===== src/shared/cbt_cfg.svh =====
// Offsets, field positions, reset values and timing figures of the bit timing block.
`ifndef CBT_CFG_SVH
`define CBT_CFG_SVH
`define CBT_OFF_CFG_ONE 8'h00
`define CBT_OFF_CFG_TWO 8'h04
`define CBT_OFF_STATUS 8'h08
`define CBT_RST_CFG_ONE 32'h0000_0000
`define CBT_RST_CFG_TWO 32'h0000_0000
`define CBT_PRESC_HI 5
`define CBT_PRESC_LO 0
`define CBT_JUMP_HI 7
`define CBT_JUMP_LO 6
`define CBT_PROP_HI 2
`define CBT_PROP_LO 0
`define CBT_PH1_HI 5
`define CBT_PH1_LO 3
`define CBT_TRIPLE_BIT 6
`define CBT_PH2_PROG_BIT 7
`define CBT_PH2_HI 10
`define CBT_PH2_LO 8
`define CBT_PROC_TQ 4'h2
`define CBT_BIT_MIN_TQ 5'h08
`define CBT_BIT_MAX_TQ 5'h19
`endif


===== src/shared/cbt_pkg.sv =====
// Types shared by the bit timing block.
package cbt_pkg;
  typedef enum logic [3:0] {
    CBT_SYNC = 4'h1,
    CBT_PROP = 4'h2,
    CBT_PH1 = 4'h4,
    CBT_PH2 = 4'h8
  } cbt_seg_t;
endpackage : cbt_pkg


===== src/hdl/cbt_bit_timing.sv =====
// Bit timing and synchronization logic with its APB register file.
`timescale 1ns/1ns
`include "cbt_cfg.svh"
module cbt_bit_timing (
  input wire logic mclk, // Module clock, 10 MHz.
  input wire logic rstn, // Asynchronous reset, active low.
  input wire logic psel, // APB select.
  input wire logic penable, // APB enable.
  input wire logic pwrite, // APB direction, high for write.
  input wire logic [7:0] paddr, // APB byte address.
  input wire logic [31:0] pwdata, // APB write data.
  output logic [31:0] prdata, // APB read data.
  output logic pready, // APB ready.
  output logic pslverr, // APB error for unmapped address.
  input wire logic rx_level, // Bus level, 1 is recessive.
  input wire logic bus_idle, // High while the bus is idle.
  output logic tq_pulse, // One cycle per time quantum.
  output logic sample_pulse, // One cycle at each sample point.
  output logic bit_value, // Value of the last sampled bit.
  output logic [3:0] segment, // Current segment, one-hot.
  output logic hard_sync_pulse, // One cycle after a hard sync.
  output logic resync_pulse // One cycle after a resync.
);
  logic [31:0] cfg_one_ff;
  logic [31:0] cfg_two_ff;
  logic [31:0] prdata_ff;
  logic addr_ok;
  cbt_pkg::cbt_seg_t seg_ff;
  logic [3:0] cnt_ff;
  logic [4:0] pos_ff;
  logic [2:0] ext_ff;
  logic [2:0] shr_ff;
  logic lock_ff;
  logic rx_prev_ff;
  logic hs_ff;
  logic rs_ff;
  logic half_tick;
  logic tq_tick;
  logic fall_edge;
  logic hard_now;
  logic resync_now;
  logic sample_now;
  logic [3:0] prop_len;
  logic [3:0] ph1_len;
  logic [3:0] ph2_len;
  logic [3:0] ph2_field_len;
  logic [2:0] jump_len;
  logic [4:0] bit_len;
  logic cfg_err;
  logic [3:0] rem_len;
  logic [2:0] nxt_ext;
  logic [2:0] nxt_shr;

  // APB slave: zero wait states, error on unmapped addresses.
  assign addr_ok = (paddr == `CBT_OFF_CFG_ONE) || (paddr == `CBT_OFF_CFG_TWO) ||
                   (paddr == `CBT_OFF_STATUS);
  assign pready = 1'b1;
  assign pslverr = psel && penable && !addr_ok;
  assign prdata = prdata_ff;

  // Configuration registers written in the access phase.
  always_ff @(posedge mclk or negedge rstn) begin
    if (!rstn) begin
      cfg_one_ff <= `CBT_RST_CFG_ONE;
      cfg_two_ff <= `CBT_RST_CFG_TWO;
    end else if (psel && penable && pwrite) begin
      if (paddr == `CBT_OFF_CFG_ONE) begin
        cfg_one_ff <= {24'h000000, pwdata[7:0]};
      end
      if (paddr == `CBT_OFF_CFG_TWO) begin
        cfg_two_ff <= {21'h000000, pwdata[10:0]};
      end
    end
  end

  // Read data is captured in the setup phase so it stands in the access phase.
  always_ff @(posedge mclk or negedge rstn) begin
    if (!rstn) begin
      prdata_ff <= 32'h0000_0000;
    end else if (psel && !penable && !pwrite) begin
      unique case (paddr)
        `CBT_OFF_CFG_ONE: prdata_ff <= cfg_one_ff;
        `CBT_OFF_CFG_TWO: prdata_ff <= cfg_two_ff;
        `CBT_OFF_STATUS: prdata_ff <= {21'h000000, pos_ff, seg_ff, cfg_err, bit_value};
        default: prdata_ff <= 32'h0000_0000;
      endcase
    end
  end

  // Segment lengths decode as field plus one quantum; phase two without its program bit takes the longer of phase one and two quanta.
  assign prop_len = {1'b0, cfg_two_ff[`CBT_PROP_HI:`CBT_PROP_LO]} + 4'h1;
  assign ph1_len = {1'b0, cfg_two_ff[`CBT_PH1_HI:`CBT_PH1_LO]} + 4'h1;
  assign ph2_field_len = {1'b0, cfg_two_ff[`CBT_PH2_HI:`CBT_PH2_LO]} + 4'h1;
  assign ph2_len = cfg_two_ff[`CBT_PH2_PROG_BIT] ? ph2_field_len :
                   ((ph1_len > `CBT_PROC_TQ) ? ph1_len : `CBT_PROC_TQ);
  assign jump_len = {1'b0, cfg_one_ff[`CBT_JUMP_HI:`CBT_JUMP_LO]} + 3'h1;

  // Nominal length check; one sync quantum plus the three programmed segments.
  assign bit_len = 5'h01 + {1'b0, prop_len} + {1'b0, ph1_len} + {1'b0, ph2_len};
  assign cfg_err = (bit_len < `CBT_BIT_MIN_TQ) || (bit_len > `CBT_BIT_MAX_TQ);

  cbt_quantum_prescaler u_presc (
    .mclk(mclk),
    .rstn(rstn),
    .restart(hard_now),
    .prescale(cfg_one_ff[`CBT_PRESC_HI:`CBT_PRESC_LO]),
    .half_tick_ff(half_tick),
    .tq_tick_ff(tq_tick)
  );

  // Edge detection on the bus: recessive to dominant.
  always_ff @(posedge mclk or negedge rstn) begin
    if (!rstn) begin
      rx_prev_ff <= 1'b1;
    end else begin
      rx_prev_ff <= rx_level;
    end
  end

  assign fall_edge = rx_prev_ff && !rx_level;
  assign hard_now = fall_edge && bus_idle;
  assign resync_now = fall_edge && !bus_idle && !lock_ff && (seg_ff != cbt_pkg::CBT_SYNC);
  assign sample_now = tq_tick && !hard_now && (seg_ff == cbt_pkg::CBT_PH1) &&
                      (cnt_ff == ph1_len + {1'b0, ext_ff} - 4'h1);

  // Phase error bounded by the jump width; late edge lengthens, early one shortens.
  assign rem_len = ph2_len - cnt_ff;
  assign nxt_ext = (pos_ff > {2'b00, jump_len}) ? jump_len : pos_ff[2:0];
  assign nxt_shr = (rem_len > {1'b0, jump_len}) ? jump_len : rem_len[2:0];

  // Segment sequencer advanced on each quantum.
  always_ff @(posedge mclk or negedge rstn) begin
    if (!rstn) begin
      seg_ff <= cbt_pkg::CBT_SYNC;
      cnt_ff <= 4'h0;
    end else if (hard_now) begin
      seg_ff <= cbt_pkg::CBT_SYNC;
      cnt_ff <= 4'h0;
    end else if (tq_tick) begin
      unique case (seg_ff)
        cbt_pkg::CBT_SYNC: begin
          seg_ff <= cbt_pkg::CBT_PROP;
          cnt_ff <= 4'h0;
        end
        cbt_pkg::CBT_PROP: begin
          if (cnt_ff == prop_len - 4'h1) begin
            seg_ff <= cbt_pkg::CBT_PH1;
            cnt_ff <= 4'h0;
          end else begin
            cnt_ff <= cnt_ff + 4'h1;
          end
        end
        cbt_pkg::CBT_PH1: begin
          if (sample_now) begin
            seg_ff <= cbt_pkg::CBT_PH2;
            cnt_ff <= 4'h0;
          end else begin
            cnt_ff <= cnt_ff + 4'h1;
          end
        end
        cbt_pkg::CBT_PH2: begin
          if (cnt_ff + 4'h1 >= ph2_len - {1'b0, shr_ff}) begin
            seg_ff <= cbt_pkg::CBT_SYNC;
            cnt_ff <= 4'h0;
          end else begin
            cnt_ff <= cnt_ff + 4'h1;
          end
        end
      endcase
    end
  end

  // Quanta elapsed since the start of the bit.
  always_ff @(posedge mclk or negedge rstn) begin
    if (!rstn) begin
      pos_ff <= 5'h00;
    end else if (hard_now) begin
      pos_ff <= 5'h00;
    end else if (tq_tick) begin
      if (seg_ff == cbt_pkg::CBT_PH2 && (cnt_ff + 4'h1 >= ph2_len - {1'b0, shr_ff})) begin
        pos_ff <= 5'h00;
      end else begin
        pos_ff <= pos_ff + 5'h01;
      end
    end
  end

  // Phase adjustments and the once-per-bit lock, cleared at the end of each phase two; a hard sync sets the lock.
  always_ff @(posedge mclk or negedge rstn) begin
    if (!rstn) begin
      ext_ff <= 3'h0;
      shr_ff <= 3'h0;
      lock_ff <= 1'b0;
    end else if (hard_now) begin
      ext_ff <= 3'h0;
      shr_ff <= 3'h0;
      lock_ff <= 1'b1;
    end else if (resync_now) begin
      lock_ff <= 1'b1;
      if (seg_ff == cbt_pkg::CBT_PH2) begin
        shr_ff <= nxt_shr;
      end else begin
        ext_ff <= nxt_ext;
      end
    end else if (tq_tick && seg_ff == cbt_pkg::CBT_PH2 &&
                 (cnt_ff + 4'h1 >= ph2_len - {1'b0, shr_ff})) begin
      ext_ff <= 3'h0;
      shr_ff <= 3'h0;
      lock_ff <= 1'b0;
    end
  end

  cbt_majority_sampler u_sampler (
    .mclk(mclk),
    .rstn(rstn),
    .half_tick(half_tick),
    .rx_level(rx_level),
    .sample_now(sample_now),
    .triple(cfg_two_ff[`CBT_TRIPLE_BIT]),
    .bit_ff(bit_value)
  );

  // Registered event pulses.
  always_ff @(posedge mclk or negedge rstn) begin
    if (!rstn) begin
      hs_ff <= 1'b0;
      rs_ff <= 1'b0;
    end else begin
      hs_ff <= hard_now;
      rs_ff <= resync_now;
    end
  end

  assign hard_sync_pulse = hs_ff;
  assign resync_pulse = rs_ff;
  assign tq_pulse = tq_tick;
  assign sample_pulse = sample_now;
  assign segment = seg_ff;

  // Clocks since the last quantum tick, for the quantum period check.
  // A prescale write makes the quantum in flight irregular, so that period is not judged.
  logic [7:0] gap_ff;
  logic seen_ff;
  logic cfg_one_wr;
  assign cfg_one_wr = psel && penable && pwrite && (paddr == `CBT_OFF_CFG_ONE);
  always_ff @(posedge mclk or negedge rstn) begin
    if (!rstn) begin
      gap_ff <= 8'h00;
    end else if (hard_now || tq_tick) begin
      gap_ff <= 8'h00;
    end else begin
      gap_ff <= gap_ff + 8'h01;
    end
  end

  // Marks that the last quantum tick started a period under a settled prescale value.
  always_ff @(posedge mclk or negedge rstn) begin
    if (!rstn) begin
      seen_ff <= 1'b0;
    end else if (cfg_one_wr) begin
      seen_ff <= 1'b0;
    end else if (hard_now || tq_tick) begin
      seen_ff <= tq_tick && !hard_now;
    end
  end

  property p_quantum_period;
    @(posedge mclk) disable iff (!rstn)
    (tq_tick && seen_ff && $stable(cfg_one_ff)) |->
      (gap_ff == {1'b0, cfg_one_ff[5:0], 1'b1});
  endproperty
  a_quantum_period: assert property (p_quantum_period) else $error("quantum period wrong");

  property p_sync_one_tq;
    @(posedge mclk) disable iff (!rstn)
    (seg_ff == cbt_pkg::CBT_SYNC && tq_tick && !hard_now) |=> (seg_ff == cbt_pkg::CBT_PROP);
  endproperty
  a_sync_one_tq: assert property (p_sync_one_tq) else $error("sync segment not one quantum");

  property p_prop_len;
    @(posedge mclk) disable iff (!rstn)
    (seg_ff == cbt_pkg::CBT_PROP && tq_tick && !hard_now && cnt_ff == prop_len - 4'h1)
      |=> (seg_ff == cbt_pkg::CBT_PH1 && cnt_ff == 4'h0);
  endproperty
  a_prop_len: assert property (p_prop_len) else $error("propagation segment length wrong");

  property p_sample_end_ph1;
    @(posedge mclk) disable iff (!rstn)
    sample_pulse |=> (seg_ff == cbt_pkg::CBT_PH2 && cnt_ff == 4'h0);
  endproperty
  a_sample_end_ph1: assert property (p_sample_end_ph1) else $error("sample not at end of phase one");

  property p_single_sample;
    @(posedge mclk) disable iff (!rstn)
    (sample_now && !cfg_two_ff[6]) |=> (bit_value == $past(rx_level));
  endproperty
  a_single_sample: assert property (p_single_sample) else $error("single sample value wrong");

  property p_hard_sync;
    @(posedge mclk) disable iff (!rstn)
    (rx_prev_ff && !rx_level && bus_idle) |=>
      (seg_ff == cbt_pkg::CBT_SYNC && pos_ff == 5'h00 && hard_sync_pulse);
  endproperty
  a_hard_sync: assert property (p_hard_sync) else $error("hard sync did not restart bit");

  property p_jump_bound;
    @(posedge mclk) disable iff (!rstn)
    resync_pulse |-> (ext_ff <= jump_len && shr_ff <= jump_len);
  endproperty
  a_jump_bound: assert property (p_jump_bound) else $error("phase change exceeds jump width");

  property p_no_resync_after_hard;
    @(posedge mclk) disable iff (!rstn)
    hard_sync_pulse |->
      ((lock_ff && !resync_now) throughout (##[0:200] (tq_tick && seg_ff == cbt_pkg::CBT_SYNC)));
  endproperty
  a_no_resync_after_hard: assert property (p_no_resync_after_hard) else $error("resync after hard sync");

  c_hard_sync: cover property (@(posedge mclk) disable iff (!rstn) hard_sync_pulse);
  c_lengthen: cover property (@(posedge mclk) disable iff (!rstn) resync_pulse && ext_ff != 3'h0);
  c_shorten: cover property (@(posedge mclk) disable iff (!rstn) resync_pulse && shr_ff != 3'h0);
  c_triple: cover property (@(posedge mclk) disable iff (!rstn) sample_now && cfg_two_ff[6]);
endmodule : cbt_bit_timing


===== src/hdl/cbt_majority_sampler.sv =====
// Bus level sampler with optional three-sample majority vote.
`timescale 1ns/1ns
module cbt_majority_sampler (
  input wire logic mclk, // Module clock.
  input wire logic rstn, // Asynchronous reset, active low.
  input wire logic half_tick, // Half quantum pulse.
  input wire logic rx_level, // Bus level, 1 is recessive.
  input wire logic sample_now, // Sample point pulse.
  input wire logic triple, // Selects majority of three samples.
  output logic bit_ff // Value of the current bit.
);
  logic [1:0] hist_ff;
  logic vote;

  // Keeps the bus level of the two last half quantum points.
  always_ff @(posedge mclk or negedge rstn) begin
    if (!rstn) begin
      hist_ff <= 2'h3;
    end else if (half_tick) begin
      hist_ff <= {hist_ff[0], rx_level};
    end
  end

  // Majority of the level now and two earlier points half a quantum apart.
  assign vote = (hist_ff[1] & hist_ff[0]) | (hist_ff[1] & rx_level) | (hist_ff[0] & rx_level);

  // Bit value taken at the sample point.
  always_ff @(posedge mclk or negedge rstn) begin
    if (!rstn) begin
      bit_ff <= 1'b1;
    end else if (sample_now) begin
      bit_ff <= triple ? vote : rx_level;
    end
  end
endmodule : cbt_majority_sampler


===== src/hdl/cbt_quantum_prescaler.sv =====
// Quantum clock generator: prescaler with a fixed divide-by-two stage.
`timescale 1ns/1ns
module cbt_quantum_prescaler (
  input wire logic mclk, // Module clock.
  input wire logic rstn, // Asynchronous reset, active low.
  input wire logic restart, // Restarts the quantum at this cycle.
  input wire logic [5:0] prescale, // Prescaler field value.
  output logic half_tick_ff, // Pulse every half quantum.
  output logic tq_tick_ff // Pulse every quantum.
);
  logic [5:0] cnt_ff;
  logic phase_ff;
  logic wrap;

  // Each half quantum lasts prescale plus one clocks; two halves make one quantum.
  assign wrap = (cnt_ff == prescale);

  // Counts clocks within a half quantum.
  always_ff @(posedge mclk or negedge rstn) begin
    if (!rstn) begin
      cnt_ff <= 6'h00;
    end else if (restart || wrap) begin
      cnt_ff <= 6'h00;
    end else begin
      cnt_ff <= cnt_ff + 6'h01;
    end
  end

  // Fixed divide-by-two stage behind the prescaler.
  always_ff @(posedge mclk or negedge rstn) begin
    if (!rstn) begin
      phase_ff <= 1'b0;
    end else if (restart) begin
      phase_ff <= 1'b0;
    end else if (wrap) begin
      phase_ff <= ~phase_ff;
    end
  end

  // Registered tick pulses.
  always_ff @(posedge mclk or negedge rstn) begin
    if (!rstn) begin
      half_tick_ff <= 1'b0;
      tq_tick_ff <= 1'b0;
    end else begin
      half_tick_ff <= wrap && !restart;
      tq_tick_ff <= wrap && !restart && phase_ff;
    end
  end
endmodule : cbt_quantum_prescaler


===== config.mk =====
export PLATFORM = sky130hd
export DESIGN_NAME = cbt_bit_timing
export DESIGN_NICKNAME = d
export VERILOG_FILES = /design/src/shared/cbt_pkg.sv /design/src/hdl/cbt_bit_timing.sv /design/src/hdl/cbt_majority_sampler.sv /design/src/hdl/cbt_quantum_prescaler.sv
export VERILOG_INCLUDE_DIRS = /design/src /design/src/shared
export SDC_FILE = /design/constraint.sdc
export NUM_CORES = 1
export LEC_CHECK = 0
export BUFFER_PORTS_ARGS = -buffer_cell sky130_fd_sc_hd__clkbuf_2
export CAP_MARGIN = 20
export CORE_AREA = 2 2 89 91
export CTS_BUF_LIST = sky130_fd_sc_hd__clkbuf_8 sky130_fd_sc_hd__clkbuf_16
export DETAILED_ROUTE_END_ITERATION = 12
export DIE_AREA = 0 0 91 93
export PLACE_DENSITY = 0.83
export SLEW_MARGIN = 20
export SYNTH_ARGS = -nofsm -noshare
export SYNTH_HDL_FRONTEND = slang
export SYNTH_SLANG_ARGS = --single-unit
export TNS_END_PERCENT = 30

===== constraint.sdc =====
create_clock -name mclk -period 5.5 [get_ports mclk]
set_input_delay 0.275 -clock mclk [delete_from_list [all_inputs] [get_ports mclk]]
set_output_delay 0.275 -clock mclk [all_outputs]
set_load 0.03 [all_outputs]

==> out/qor.csv <==
metric;value;unit
ir_drop;0.2916;mV
synthCells;467;
clk_latency;350;ps
start_kind;flip-flop;
drc;0;
drt-total-wl;9814;um
setup.worst_path.class;reg -> reg;
p_clk_frac;0.313;
cts_hold_buf;0;
hold_start;rx_level;
maxSlewViolCount;0;
layout_common_cells;dfrtp_1, clkbuf_2, nand2_1;
async_reset_ff_frac;1.000;
initial_core_util;0.5838;
hpwlAfterDp;7356;um
io_buffers;46;
cp_max_fo;7;
crit_start;cfg_two_ff[3];
grt_first_pass_wirelength;15600;um
n_fill_cell;589;
coreArea;7527;sq um
layout_commonest_cell;dfrtp_1;
period_share;0.7260;
arrival;4270;ps
grt_pass1_vias;3323;
fin_crit;3993;ps
p_sw;531.0;uW
antenna_found_initial;0;
cts-root-buf;clkbuf_8;
diodes;0;
die_w;91;um
synth-seq-cells;65;
combPwrFrac;0.266;
cts_inserted_buffers;9;
finalHoldViolations;0;
required;5780;ps
max_freq;250.4;MHz
htreeDepth;3;
seqPwrFrac;0.421;
min_path_type;in -> reg;
overflow;0;
status;completed;
post-place-ws;1555;ps
dr.pass1.iters;5;
r2r_start;cfg_two_ff[3];
track_usage;0.2345;
synth_area_per_cell;9.409;sq um
seq_area;1633;sq um
cts_resized;0;
setup_viol;0;
fin_nets;591;
swShare;0.3570;
ys_warn_count;0;
die-area;8463;sq um
num_rows;32;
route.vias.total;3459;
maxCapViolCount;0;
cts_buffer_depth;2;
final_area;4837;sq um
synth_edf_count;0;
hold_slack;78.73;ps
ys_seq_area_frac;0.3716;
cts_sinks;65;
rsz0062_at_grt;no;
syn2layout_area_growth;10.08;%
multi_input_area;2466;sq um
via_per_inst;5.615;
post-cts-setup-buffers;0;
place_congestion;0.8456;
synthFlopType;dfrtp_1;
placed_area;4611;sq um
ant_nets;0;
cts_tree;yes;
skew;11.12;ps
syn_area;4394;sq um
grt_max_degree;66;
cell_internal_pwr;956.4;uW
die_y;93;um
fin_ws;1507;ps
drive_gt1_frac;0.1965;
slew_headroom;0.4544;
fin_tns_setup;0;ps
clk_pin_slew;70;ps
pin_count;90;
wl_per_cell;15.93;um
crit_path_end_kind;flip-flop;
yosysUniqueCellTypes;58;
p_leak;0.002418;uW
drt-initial-drc-count;196;
worst_pin_slew;807.0;ps
p_per_area;307.5;nW/um^2
==> state kept, by name, indices dropped and copies added (netlist names) <==
signal / cells
cfg_one_ff: 8
cfg_two_ff: 11
cnt_ff: 4
ext_ff: 3
hard_sync_pulse: 1
lock_ff: 1
pos_ff: 5
prdata: 11
resync_pulse: 1
rx_prev_ff: 1
segment: 4
shr_ff: 3
u_presc.cnt_ff: 6
u_presc.half_tick_ff: 1
u_presc.phase_ff: 1
u_presc.tq_tick_ff: 1
u_sampler.bit_ff: 1
u_sampler.hist_ff: 2
==> synthesized netlist by cell type, types with 6 or more instances <==
cell       n  area (sq um)
mux2_2    20         225.2
xor2_1    19         166.4
nand2_1   39         146.4
xnor2_1   19         166.4
buf_4     23         172.7
o21ai_1    7         35.03
nor2_1    32         120.1
ha_1      30         375.4
mux2i_1   13         130.1
o21ai_0   21         105.1
nand3_1   13         65.06
inv_1     37         138.9
a21oi_1   24         120.1
dfrtp_1   60          1501
clkbuf_1   8         30.03
o31ai_1    8         60.06
nand2b_1   6         37.54
==> metal layers <==
layer  GRT usage  up-vias  part of all wire
met4     0.09217        0             0.022
met1      0.2896     1682              0.43
met3     0.04835       23             0.049
met2      0.4049      106              0.50
li1            -     1648                 -
met5           0        -                 0
==> cells by family (layout without fill, tap and decap cells) <==
family | Yosys count | after routing | share of synthesized area
adders and majority gates | 36 | 36 | 0.1105
xor gates and xnor gates | 39 | 39 | 0.07944
and+or+nand+nor | 129 | 129 | 0.1455
other | 2 | 22 | 0.001709
DFF | 65 | 65 | 0.3716
AOI/OAI and AO/OA | 87 | 87 | 0.1227
muxes | 34 | 34 | 0.08428
buffers and inverters | 75 | 102 | 0.08428
==> power by group through the flow <==
stage / Sequential [uW] / Clock (uW) / Combinational, uW
after floorplan: 625 / 0 / 303
after global placement: 629 / 0 / 377
after detailed placement: 632 / 0 / 392
after CTS: 624 / 466 / 397
after global routing: 634 / 488 / 437
final: 627 / 465 / 395
==> through the flow <==
stage / power, uW / instances / util
4_1_cts: 1486 / 616 / 0.6426
6_report: 1487 / 616 / 0.6426
3_3_place_gp: 1005 / 600 / 0.6125
3_5_place_dp: 1024 / 600 / 0.6125
2_1_floorplan: 927.9 / 487 / -
5_1_grt: 1559 / 616 / 0.6426
==> final cells by class <==
| type | count | share of cell area |
|---|---|---|
| clock buffer | 9 | 0.02561 |
| clock inverter | 7 | 0.02121 |
| inverter | 39 | 0.03026 |
| multi-input combinational | 347 | 0.5098 |
| sequential | 65 | 0.3376 |
| tap | 102 | 0.02638 |
| timing repair buffer | 47 | 0.04915 |
==> worst max-delay path: stages (launching register included) <==
cell and delay [ps]:
dfrtp_1 490, ha_1 290, xor2_2 410, o211ai_1 150
o21ai_0 250, inv_2 100, maj3_1 340, a21oi_1 170
xnor2_1 170, ha_1 280, o21a_1 100, a21oi_1 330
nand2_1 120, a31oi_1 430, a21oi_1 140, o21ai_1 140
==> worst paths after layout <==
kind	endpoint	slack [ps]	cells past startpoint
max	cnt_ff[2]	1510	15
min	rx_prev_ff	80	1
max reg2reg	cnt_ff[2]	1510	15
min reg2reg	prdata[7]	490	2
max in group asynchronous	cfg_two_ff[3]	4870	2
min in group asynchronous	cnt_ff[3]	100	2
Note: power is estimated with default switching activity, not from simulation.
